File: config.mk
export PLATFORM = sky130hd
export DESIGN_NAME = opcr_regs
export DESIGN_NICKNAME = d
export VERILOG_FILES = /design/src/opcr_pkg.sv /design/src/opcr_offset_sync.sv /design/src/opcr_regs.sv
export SDC_FILE = /design/constraint.sdc
export NUM_CORES = 1
export LEC_CHECK = 0
export ABC_AREA = 1
export BUFFER_PORTS_ARGS = -buffer_cell sky130_fd_sc_hd__buf_2
export CAP_MARGIN = 40
export CORE_UTILIZATION = 40
export CTS_CLUSTER_SIZE = 24
export DETAILED_ROUTE_END_ITERATION = 8
export PLACE_DENSITY = 0.7
export SYNTH_ARGS = -nofsm -noshare
export SYNTH_HDL_FRONTEND = slang
export SYNTH_SLANG_ARGS = --single-unit
File: constraint.sdc
create_clock -name ref_clk -period 2.74 [get_ports ref_clk]
set_clock_uncertainty 0.1 [all_clocks]
set_input_delay 0.411 -clock ref_clk [delete_from_list [all_inputs] [get_ports ref_clk]]
set_output_delay 0.411 -clock ref_clk [all_outputs]
set_load 0.02 [all_outputs]
File: src/opcr_pkg.sv
/*
 Constants for the offset and power configuration register bank.
 Assumes: 5-bit register addresses, 8-bit register data.
*/
package opcr_pkg;
    // ==========================================================
    // Register offsets
    localparam logic [4:0] OFFS_A_LOW = 5'h14;
    localparam logic [4:0] OFFS_B_LOW = 5'h15;
    localparam logic [4:0] OFFS_A_HIGH = 5'h16;
    localparam logic [4:0] OFFS_B_HIGH_PORT = 5'h17;
    localparam logic [4:0] OFFS_POWER_SLEEP = 5'h18;
    localparam logic [4:0] OFFS_REF_SELECT = 5'h19;
    localparam logic [4:0] OFFS_FACTORY = 5'h1a;
    // ==========================================================
    // Field positions
    localparam int HIGH_FIELD_MSB = 7;
    localparam int HIGH_FIELD_LSB = 3;
    localparam int FOUR_PIN_BIT = 2;
    localparam int CLKPATH_A_BIT = 1;
    localparam int CLKPATH_B_BIT = 0;
    localparam int TSENSE_BIT = 7;
    localparam int CLKRECV_BIT = 6;
    localparam int SLEEP_B_BIT = 3;
    localparam int SLEEP_A_BIT = 2;
    localparam int EXTREF_BIT = 2;
    // Stored bits of the power register; the rest read as zero
    localparam logic [7:0] POWER_STORED_MASK = 8'hcf;
    // ==========================================================
    // Reset values
    localparam logic [7:0] RST_OFFS_A_LOW = 8'h00;
    localparam logic [7:0] RST_OFFS_B_LOW = 8'h00;
    localparam logic [7:0] RST_OFFS_A_HIGH = 8'h00;
    localparam logic [7:0] RST_OFFS_B_HIGH_PORT = 8'h00;
    localparam logic [7:0] RST_POWER_SLEEP = 8'h83;
    localparam logic [7:0] RST_REF_SELECT = 8'h00;
    localparam logic [7:0] RST_FACTORY = 8'h00;
    localparam logic [12:0] RST_OFFSET_WORD = 13'h0000;
endpackage : opcr_pkg

File: src/opcr_offset_sync.sv
/*
 Applied offset words for both channels, loaded together on a sync pulse.
 Assumes: staged words and the pulse come from logic on ref_clk.
*/
`timescale 1ns/1ps
module opcr_offset_sync
    import opcr_pkg::*;
(
    input wire logic ref_clk,
    input wire logic rst_b,
    input wire logic syncPulse,
    input wire logic [12:0] stagedA,
    input wire logic [12:0] stagedB,
    output logic [12:0] appliedA_q,
    output logic [12:0] appliedB_q
);
    // ==========================================================
    // Both words move on the same edge
    always_ff @(posedge ref_clk)
    begin
        if (!rst_b)
        begin
            appliedA_q <= RST_OFFSET_WORD;
            appliedB_q <= RST_OFFSET_WORD;
        end
        else if (syncPulse)
        begin
            appliedA_q <= stagedA;
            appliedB_q <= stagedB;
        end
    end
endmodule : opcr_offset_sync

File: src/opcr_regs.sv
/*
 Offset correction and power configuration register bank, with port
 direction steering for the serial data and alarm pins.
 Assumes: register access strobes, read data bits and the alarm level come
 from logic on ref_clk; the serial protocol decoder lives elsewhere.
*/
// Behaviour
// - Channel A offset is 13 bits: low byte plus upper five bits.
// - Channel B offset is 13 bits; upper bits sit in 0x17 bits 7:3.
// - Writing the channel A low byte syncs all four offset registers at once.
// - Other offset writes only store; the applied offset waits for a sync.
// - Bit 2 of 0x17 makes the port four-pin; alarm pin outputs read data.
// - Bit 1 of 0x17 sleeps the channel A clock path.
// - Bit 0 of 0x17 sleeps the channel B clock path.
// - Bit 7 of 0x18 enables the temperature sensor; on after reset.
// - Bit 6 of 0x18 sleeps clock receiver and sync strobe receiver.
// - Bit 3 of 0x18 sleeps channel B; resets to zero.
// - Bit 2 of 0x18 sleeps channel A; resets to zero.
// - Bit 2 of 0x19 selects reference: 0 internal, 1 external.
// - Four-pin mode: data pin only receives; three-pin: data pin both ways.
`timescale 1ns/1ps
module opcr_regs
    import opcr_pkg::*;
(
    input wire logic ref_clk,
    input wire logic rst_b,
    input wire logic regWrEn,
    input wire logic regRdEn,
    input wire logic [4:0] regAddr,
    input wire logic [7:0] regWrData,
    output logic [7:0] regRdData_q,
    output logic regRdHit_q,
    output logic [12:0] offsetA_q,
    output logic [12:0] offsetB_q,
    output logic fourPinPortSelect_q,
    output logic clkPathSleepA_q,
    output logic clkPathSleepB_q,
    output logic tempSensorEnable_q,
    output logic clkRecvSleep_q,
    output logic syncStrobeRecvSleep_q,
    output logic channelSleepB_q,
    output logic channelSleepA_q,
    output logic extRefSelect_q,
    input wire logic readDataBit,
    input wire logic readDriveActive,
    input wire logic alarmLevel,
    output logic sdioOut_q,
    output logic sdioOe_q,
    output logic alarmOrReadDataOut_q,
    output logic alarmOrReadDataOe_q
);
    // ==========================================================
    // Storage
    logic [7:0] offALow_q;
    logic [7:0] offBLow_q;
    logic [4:0] offAHigh_q;
    logic [7:0] offBHighPort_q;
    logic [7:0] power_q;
    logic extRef_q;
    logic [7:0] factory_q;
    logic syncPulse_q;
    logic [7:0] rdData_d;
    logic rdHit_d;

    function automatic logic writeTo(input logic [4:0] offs);
        writeTo = regWrEn && (regAddr == offs);
    endfunction : writeTo

    // ==========================================================
    // Offset staging registers; only the channel A low byte fires a sync
    always_ff @(posedge ref_clk)
    begin
        if (!rst_b)
        begin
            offALow_q <= RST_OFFS_A_LOW;
            offBLow_q <= RST_OFFS_B_LOW;
            offAHigh_q <= RST_OFFS_A_HIGH[HIGH_FIELD_MSB:HIGH_FIELD_LSB];
            offBHighPort_q <= RST_OFFS_B_HIGH_PORT;
            syncPulse_q <= 1'b0;
        end
        else
        begin
            if (writeTo(OFFS_A_LOW))
                offALow_q <= regWrData;
            if (writeTo(OFFS_B_LOW))
                offBLow_q <= regWrData;
            if (writeTo(OFFS_A_HIGH))
                offAHigh_q <= regWrData[HIGH_FIELD_MSB:HIGH_FIELD_LSB];
            if (writeTo(OFFS_B_HIGH_PORT))
                offBHighPort_q <= regWrData;
            syncPulse_q <= writeTo(OFFS_A_LOW);
        end
    end

    opcr_offset_sync uOffsetSync (
        .ref_clk(ref_clk),
        .rst_b(rst_b),
        .syncPulse(syncPulse_q),
        .stagedA({offAHigh_q, offALow_q}),
        .stagedB({offBHighPort_q[HIGH_FIELD_MSB:HIGH_FIELD_LSB], offBLow_q}),
        .appliedA_q(offsetA_q),
        .appliedB_q(offsetB_q)
    );

    // ==========================================================
    // Power, reference and factory registers
    always_ff @(posedge ref_clk)
    begin
        if (!rst_b)
        begin
            power_q <= RST_POWER_SLEEP;
            extRef_q <= RST_REF_SELECT[EXTREF_BIT];
            factory_q <= RST_FACTORY;
        end
        else
        begin
            if (writeTo(OFFS_POWER_SLEEP))
                power_q <= regWrData & POWER_STORED_MASK;
            if (writeTo(OFFS_REF_SELECT))
                extRef_q <= regWrData[EXTREF_BIT];
            if (writeTo(OFFS_FACTORY))
                factory_q <= regWrData;
        end
    end

    // ==========================================================
    // Control outputs, one flop each, loaded with their register bit
    always_ff @(posedge ref_clk)
    begin
        if (!rst_b)
        begin
            fourPinPortSelect_q <= RST_OFFS_B_HIGH_PORT[FOUR_PIN_BIT];
            clkPathSleepA_q <= RST_OFFS_B_HIGH_PORT[CLKPATH_A_BIT];
            clkPathSleepB_q <= RST_OFFS_B_HIGH_PORT[CLKPATH_B_BIT];
            tempSensorEnable_q <= RST_POWER_SLEEP[TSENSE_BIT];
            clkRecvSleep_q <= RST_POWER_SLEEP[CLKRECV_BIT];
            syncStrobeRecvSleep_q <= RST_POWER_SLEEP[CLKRECV_BIT];
            channelSleepB_q <= RST_POWER_SLEEP[SLEEP_B_BIT];
            channelSleepA_q <= RST_POWER_SLEEP[SLEEP_A_BIT];
            extRefSelect_q <= RST_REF_SELECT[EXTREF_BIT];
        end
        else
        begin
            fourPinPortSelect_q <= offBHighPort_q[FOUR_PIN_BIT];
            clkPathSleepA_q <= offBHighPort_q[CLKPATH_A_BIT];
            clkPathSleepB_q <= offBHighPort_q[CLKPATH_B_BIT];
            tempSensorEnable_q <= power_q[TSENSE_BIT];
            clkRecvSleep_q <= power_q[CLKRECV_BIT];
            syncStrobeRecvSleep_q <= power_q[CLKRECV_BIT];
            channelSleepB_q <= power_q[SLEEP_B_BIT];
            channelSleepA_q <= power_q[SLEEP_A_BIT];
            extRefSelect_q <= extRef_q;
        end
    end

    // ==========================================================
    // Pin steering: four-pin mode moves read data to the alarm pin
    always_ff @(posedge ref_clk)
    begin
        if (!rst_b)
        begin
            sdioOut_q <= 1'b0;
            sdioOe_q <= 1'b0;
            alarmOrReadDataOut_q <= 1'b0;
            alarmOrReadDataOe_q <= 1'b0;
        end
        else
        begin
            alarmOrReadDataOe_q <= 1'b1;
            if (offBHighPort_q[FOUR_PIN_BIT])
            begin
                sdioOut_q <= 1'b0;
                sdioOe_q <= 1'b0;
                alarmOrReadDataOut_q <= readDataBit;
            end
            else
            begin
                sdioOut_q <= readDataBit;
                sdioOe_q <= readDriveActive;
                alarmOrReadDataOut_q <= alarmLevel;
            end
        end
    end

    // ==========================================================
    // Read path: answer one cycle after the strobe
    always_comb
    begin
        rdData_d = 8'h00;
        rdHit_d = 1'b1;
        unique case (regAddr)
            OFFS_A_LOW: rdData_d = offALow_q;
            OFFS_B_LOW: rdData_d = offBLow_q;
            OFFS_A_HIGH: rdData_d = {offAHigh_q, 3'h0};
            OFFS_B_HIGH_PORT: rdData_d = offBHighPort_q;
            OFFS_POWER_SLEEP: rdData_d = power_q;
            OFFS_REF_SELECT: rdData_d = {5'h00, extRef_q, 2'h0};
            OFFS_FACTORY: rdData_d = factory_q;
            default: rdHit_d = 1'b0;
        endcase
    end

    always_ff @(posedge ref_clk)
    begin
        if (!rst_b)
        begin
            regRdData_q <= 8'h00;
            regRdHit_q <= 1'b0;
        end
        else if (regRdEn)
        begin
            regRdData_q <= rdData_d;
            regRdHit_q <= rdHit_d;
        end
    end
endmodule : opcr_regs

Word level (Yosys, flattened, before mapping)
Index checks and enable logic that the tools add are counted.
W data, S select, Z words.
{"block": "word_totals", "regBits": 92, "wordCells": 45}
{"block": "op_classes", "n_eq_ne": 7, "mux": 4, "bitwise": 1, "n_reduce_logical": 9}
{"operator": "$pmux W8 S7", "n": 1}
{"operator": "$eq A5 B5 Y1 const B", "n": 7}
{"operator": "$logic_and A1 B1 Y1", "n": 7}
{"operator": "$reduce_or A7 Y1", "n": 1}
{"operator": "$mux W1", "n": 3}
{"operator": "$reduce_or A2 Y1", "n": 1}
{"operator": "$not A1 Y1", "n": 1}

Longest topological paths before layout
Gate-level depths: netlist of run 1.
{"block": "depth", "word_depth": 3, "depth_mapped": 9, "ltp_nobuf": 8}

Modules after synthesis
From an unflattened synthesis of run 1, not the netlist that was laid out.
{"block": "hier_totals", "hier_cells": 539, "area_unflattened_um2": 3863.7}
{"mod": "opcr_regs", "instances": 1, "cells_per_inst": 374, "area_per_inst_um2": 2768.9}
{"mod": "opcr_offset_sync", "instances": 1, "cells_per_inst": 165, "area_per_inst_um2": 1094.8}

Least setup slack after synthesis of run 1
Ideal clock, no wire load.
{"block": "synth_path", "path_kind": "in2reg", "start": "input regAddr[4]", "end": "register offAHigh_q[0]", "arrival_ns": 1.156, "required_time_ns": 2.521, "path_slack_ns": 1.364, "stages": 7, "path_buffers": 2, "path_cell_list": "nand2_2 -> nor2_4 -> buf_6 -> buf_8 -> nand3_4 -> o21ai_0 -> a21oi_1"}
{"block": "synth_between", "elab_chain_cells": 2}
{"element": "from (decl)", "line_no": "opcr_regs.sv:29", "rtl": "input wire logic [4:0] regAddr,"}
{"element": "$eq A5 B5 Y1", "line_no": "opcr_regs.sv:66", "rtl": "writeTo = regWrEn && (regAddr == offs);"}
{"element": "$logic_and A1 B1 Y1", "line_no": "opcr_regs.sv:66"}
{"element": "to (signal assigned)", "line_no": "opcr_regs.sv:77", "rtl": "offAHigh_q <= RST_OFFS_A_HIGH[HIGH_FIELD_MSB:HIGH_FIELD_LSB];"}
{"element": "to (signal assigned)", "line_no": "opcr_regs.sv:88", "rtl": "offAHigh_q <= regWrData[HIGH_FIELD_MSB:HIGH_FIELD_LSB];"}
{"element": "to (decl)", "line_no": "opcr_regs.sv:56", "rtl": "logic [4:0] offAHigh_q;"}
Every way passes these cells.
A chain may end at the register's enable or synchronous reset.

Worst setup path in the final report of run 1
{"block": "layout_path", "start": "input regAddr[2]", "end": "register offBLow_q[2]"}
{"block": "layout_between", "elab_chain_cells": 2}
{"element": "$eq A5 B5 Y1", "line_no": "opcr_regs.sv:66"}
{"element": "$logic_and A1 B1 Y1", "line_no": "opcr_regs.sv:66"}
{"element": "to (signal assigned)", "line_no": "opcr_regs.sv:86", "rtl": "offBLow_q <= regWrData;"}
{"element": "to (decl)", "line_no": "opcr_regs.sv:55", "rtl": "logic [7:0] offBLow_q;"}
Every way passes these cells.

==> results of run 1 <==
cells by family (layout without fill, tap and decap cells):
family / count (synthesis) / in the layout / synth area share
and+or+nand+nor: 118 / 118 / 0.166
DFF: 92 / 92 / 0.514
AOI/OAI and AO/OA: 153 / 153 / 0.215
buffers and inverters: 84 / 143 / 0.105
layout by cell type (no fill, tap or decap), types with 3 or more instances in the layout:
| cell | synthesis | final |
|---|---|---|
| nor2_1 | 18 | 18 |
| dfxtp_1 | 92 | 92 |
| clkbuf_8 | 0 | 9 |
| inv_1 | 52 | 52 |
| nor2_4 | 4 | 4 |
| buf_4 | 4 | 3 |
| inv_2 | 3 | 3 |
| o21ai_1 | 5 | 5 |
| clkinv_4 | 0 | 4 |
| a21oi_1 | 76 | 76 |
| buf_2 | 5 | 67 |
| o21ai_0 | 70 | 70 |
| nand3_1 | 43 | 43 |
| nand2_1 | 46 | 46 |
| nand3_4 | 4 | 4 |
sequential cells by signal, indices dropped and copies added, names as in the netlist, 5 cells and up:
name	cells
uOffsetSync.appliedA_q	13
offALow_q	8
uOffsetSync.appliedB_q	13
regRdData_q	8
offBHighPort_q	8
power_q	6
factory_q	8
offAHigh_q	5
offBLow_q	8
cell type report:
| cell class | instances | share of cell area |
|---|---|---|
| Tap cell | 108 | 0.0326 |
| Clock buffer | 9 | 0.0299 |
| Multi-Input combinational cell | 271 | 0.330 |
| Sequential cell | 92 | 0.445 |
| Timing Repair Buffer | 71 | 0.0913 |
| Clock inverter | 7 | 0.0206 |
| Inverter | 56 | 0.0508 |
critical path, delay by kind of cell:
kind                   cells  cell delay (ps)
AND/OR/NAND/NOR            3              880
AO/OA/AOI/OAI              2              410
buffers and inverters      1              120
synth_stat cells:
master / instances / area share
o21ai_1: 5 / 0.0070
a21oi_1: 76 / 0.11
clkinv_1: 1 / 0.0010
buf_4: 4 / 0.0084
buf_6: 4 / 0.013
nand3_4: 4 / 0.020
nand2_1: 46 / 0.048
o21ai_0: 70 / 0.098
buf_2: 5 / 0.0070
nor2_4: 4 / 0.013
nand2_2: 1 / 0.0017
dfxtp_1: 92 / 0.51
nand2_4: 1 / 0.0031
clkbuf_1: 14 / 0.015
nand3_1: 43 / 0.060
nor2_1: 18 / 0.019
inv_2: 3 / 0.0031
o21a_1: 1 / 0.0021
inv_1: 52 / 0.054
o211ai_1: 1 / 0.0021
or2_2: 1 / 0.0017
buf_8: 1 / 0.0042
how the worst max path moves through the flow:
stage	to	slack, ps	cells past startpoint
floorplan	offAHigh_q[0]	1360	7
global placement	offALow_q[7]	790	6
detailed placement	offALow_q[7]	720	6
CTS	offALow_q[7]	1120	6
global route	offALow_q[7]	940	6
finish	offBLow_q[2]	1050	6
stage by stage:
stage	setup WS (ps)	util	power (uW)
floorplan	1360	-	1480
global placement	790	0.453	1530
detailed placement	719	0.453	1540
CTS	1120	0.477	2480
global route	939	0.477	2550
finish	1050	0.477	2460
per-layer routing:
metal | track usage | vias to the layer above
met2 | 0.284 | 98
met3 | 0.0556 | 14
met5 | 0 | -
met1 | 0.265 | 1408
met4 | 0.0597 | 0
li1 | - | 1584
where the power goes:
part | leakage [uW] | switching [uW] | internal [uW]
registers | 0.000743 | 6.80 | 1350
clock network | 0.000106 | 514 | 437
logic | 0.000918 | 105 | 40.4
total | 0.00177 | 626 | 1830
==> metrics, run 1 <==
Post-CTS Setup Inserts=0; Resized Gates After CTS=0; crit-path cells=buf_2, nand2_2, nor2_4, nand3_1, o21ai_0, a21oi_1; vias per cell=5.06; startpoint types=primary input; r2r setup slk=1560 ps; Clock Path Buffers=2; sequential cell area=1840 um^2; maximum vdd drop=288 uV; post-synthesis sequential area ratio=0.514; RSZ-0062 raised after global routing=no; CTS tree=built; initial antenna violation count=0; kind of critical path=in2reg; Reg2Reg Depth=3; Crit path largest cell delay=490 ps; largest net degree at the start of global routing=60; fmax=592 MHz; Die Area=9340 um^2; Distinct cells, synth=22; hold buffer count at cts=0; Final Instance Area=4140 um^2; arrival time at the worst endpoint=1830 ps; global-route wire length before repair=14100 um; Starting Density=0.413; Syn Area/Cell=8.02 um^2; syn_nets=467; crit share post-route=0.616; core region area=8680 um^2; Hold Startpoint=readDriveActive; Max-slew headroom=0.645; Final TNS setup=0 ps; min-delay worst type=in2reg; total routed wirelength=8590 um; warnings from Yosys=0; Final Hold Slack=153 ps; Post-DP Area=3930 um^2; grt ovf=0; met2 WL=3790 um; clk slew on worst S/H paths=100 ps; drt first pass iters=4; routability cong.=0.826; Routed WL per cell=14.0 um; Synth Register Bits=92; CTS Root Cell=clkbuf_8; # fillers=883; H-tree levels=3; Max Used Layer=met4; Port Buf Inserts=67; hold path endpoint=sdioOe_q; r2r endpoint=uOffsetSync.appliedB_q[2]; leakage power=0.00177 uW; DP Cell Count=598; Critical path origin=regAddr[2]; Slew @ Worst Pin=531 ps; status=complete, no violations; CTS buffer count=9; Period minus WS final=1690 ps; WL met3=500 um; Mapped Area=3580 um^2; clock sink count=92; via count=3104; vias in the first global route=2800; Post-DRT Antenna Nets=0; row count=34; reg-to-reg startpoint=syncPulse_q; Nets=521; DRT met1 WL=4160 um; Starting DRT DRC Count=187; Worst Setup End Kind=flip-flop; DR DRC count=0; crit-path max FO=16; Die H=96.7 um; GRT Overall Usage=0.190; Multi-input gate area=1370 um^2; Clock Latency Late Sink=370 ps; Area Overhead vs Synth=15.5%; Mapped Cells=447; setup violators final=0; crit path max-delay cell type=nand3_1; DIE WIDTH=96.7 um; Slew Limit Fails=0; Maximum Capacitance Violations=0; # IOs=68; Critical Path RT=2880 ps; Final Hold Fails=0; final non-filler cell total=614; Post-DP HPWL=6030 um; diode count=0; ratio of cells with drive above 1 in the final layout=0.200; power per cell area=593 nW/um^2; Hold Path Depth=3
No activity file was read; power rests on OpenSTA's default activity.
==> run 2, diff against run 1 <==
==> constraint.sdc (replaced) <==
create_clock -name ref_clk -period 1.7 [get_ports ref_clk]
set_clock_uncertainty 0.1 [all_clocks]
set_input_delay 0.255 -clock ref_clk [delete_from_list [all_inputs] [get_ports ref_clk]]
set_output_delay 0.255 -clock ref_clk [all_outputs]
set_load 0.02 [all_outputs]
==> run 2 against run 1 <==
Compared with the run above: worst hold slack got worse by 140 ps; critical endpoint is now offsetB_q[10]; sequential power increased by 61%; sequential cell count unchanged.
==> metrics, run 2 (synthesis results as in run 1) <==
Clock Latency Late Sink=360 ps (about the same); # fillers=874 (-1.0%); startpoint types=flip-flop; Nets=528 (+1.3%); vias in the first global route=2793 (-0.25%); Critical Path RT=1340 ps (-1540 ps); global-route wire length before repair=14200 um (+0.34%); row count=34 (unchanged); most frequent cells in the layout=dfxtp_1 (92), a21oi_1 (76), o21ai_0 (70), buf_2 (67), inv_1 (52); vias per cell=4.98 (-1.4%); Slew Limit Fails=0 (unchanged); H-tree levels=3 (unchanged); Core Util, Final=0.484 (+0.00692); Starting Density=0.413 (unchanged); largest net degree at the start of global routing=55 (-8.3%); Reg2Reg Depth=3 (unchanged); Starting DRT DRC Count=210 (+12%); WP buf/inv=1 (unchanged); Final Hold Slack=14.9 ps (-139 ps); Post-DRT Antenna Nets=0 (unchanged); Clock Path Buffers=2 (unchanged); diode count=0 (unchanged); crit path max-delay cell type=dfxtp_1; Period minus WS final=1240 ps; CTS Root Cell=clkbuf_8; initial antenna violation count=0 (unchanged); grt ovf=0 (unchanged); Crit path largest cell delay=350 ps (-140 ps); via count=3090 (-0.45%); drt first pass iters=4 (unchanged); arrival time at the worst endpoint=890 ps (-940 ps); ratio of cells with drive above 1 in the final layout=0.205 (+0.00547); total routed wirelength=8620 um (+0.40%); # IOs=68 (unchanged); Post-DP Area=3980 um^2 (+1.3%); DR DRC count=0 (unchanged); status=complete, no violations; Final TNS setup=0 ps (unchanged); crit share post-route=0.731; fmax=805 MHz; Maximum Capacitance Violations=0 (unchanged); Worst Setup End Kind=primary output; CTS tree=built; reg-to-reg startpoint=syncPulse_q; CP Depth=1 (-5); Crit path max-delay family=flip-flops; GRT Overall Usage=0.191 (+0.000833); core region area=8680 um^2 (unchanged); min-delay worst type=in2reg; CTS buffer count=9 (unchanged); Die H=96.7 um (unchanged); power per cell area=934 nW/um^2 (+57%); clk slew on worst S/H paths=90 ps (about the same); top flop regs=uOffsetSync.appliedA_q x13, uOffsetSync.appliedB_q x13; Area Overhead vs Synth=17.1%; Slew @ Worst Pin=414 ps (-117 ps); maximum vdd drop=531 uV (+85%); Port Buf Inserts=67 (unchanged); most common cell after layout, fill and taps aside=dfxtp_1; Post-DP HPWL=6050 um (+0.27%); Final Instance Area=4200 um^2 (+1.5%); Die Area=9340 um^2 (unchanged); Pwr Total=3920 uW (+60%); r2r setup slk=500 ps (-1060 ps); clock sink count=92 (unchanged); DIE WIDTH=96.7 um (unchanged); RSZ-0062 raised after global routing=no; Routed WL per cell=13.9 um (-0.58%); r2r endpoint=uOffsetSync.appliedB_q[4]; kind of critical path=reg2out; leakage power=0.00179 uW (+1.1%); Critical path origin=uOffsetSync.appliedB_q[10]; routability cong.=0.861 (+4.3%); crit-path max FO=2 (-14); Max-slew headroom=0.724 (+0.0790); crit-path cells=buf_2; critical path capture point=offsetB_q[10]; setup violators final=0 (unchanged); Final Hold Fails=0 (unchanged)
run 2: cell count changes in the layout (fill, tap and decap cells not counted):
cell,before,now
buf_12,1,2
buf_4,3,7
clkbuf_8,9,10
clkinv_4,4,0
clkinvlp_4,0,3
dlygate4sd3_1,0,2
inv_8,1,0
run 2: routing by layer:
| metal | share of wire | track usage | wire [um] | up-vias |
|---|---|---|---|---|
| li1 | - | - | - | 1594 |
| met1 | 0.47 | 0.270 | 4070 | 1407 |
| met2 | 0.46 | 0.285 | 3930 | 78 |
| met3 | 0.058 | 0.0434 | 501 | 11 |
| met4 | 0.014 | 0.0700 | 125 | 0 |
| met5 | 0 | 0 | 0 | - |
run 2: worst min path at each step:
stage | start | to | slack, ps | cells past startpoint
finish | alarmLevel | alarmOrReadDataOut_q | 10 | 3
CTS | alarmLevel | alarmOrReadDataOut_q | 3 | 3
global route | alarmLevel | alarmOrReadDataOut_q | 40 | 3
floorplan | rst_b | alarmOrReadDataOe_q | 180 | 0
detailed placement | power_q[2] | channelSleepA_q | 320 | 2
global placement | power_q[2] | channelSleepA_q | 320 | 2
run 2: what timing repair did:
item | CTS | global route
hold buffers | 2 | 0
resized for setup | 0 | 0
setup endpoints to repair | 0 | 0
endpoints found under the hold margin | 2 | 0
setup buffers | 0 | 0
run 2: power by group:
| part | leakage (uW) | switching [uW] | internal, uW |
|---|---|---|---|
| sequential | 0.000743 | 11.2 | 2180 |
| clock | 0.0000910 | 771 | 716 |
| combinational | 0.000953 | 169 | 75.2 |
run 2: metrics by stage:
step | setup slack, ps | instances
6_report | 458 | 620
5_1_grt | 359 | 620
3_3_place_gp | 217 | 603
2_1_floorplan | 480 | 447
4_1_cts | 447 | 620
3_5_place_dp | 202 | 603
run 2: worst register-to-register path: cells and delay by family (launching register included):
kind            cells  cell delay [ps]
buf+inv             1              370
flops               1              340
compound gates      2              320
run 2: cell type report:
class / instances / area (um^2) / area share
Multi-Input combinational cell: 271 / 1370 / 0.325
Clock buffer: 10 / 138 / 0.0328
Inverter: 56 / 210 / 0.0501
Clock inverter: 5 / 61.3 / 0.0146
Tap cell: 108 / 135 / 0.0322
Timing Repair Buffer: 78 / 448 / 0.107
Sequential cell: 92 / 1840 / 0.439
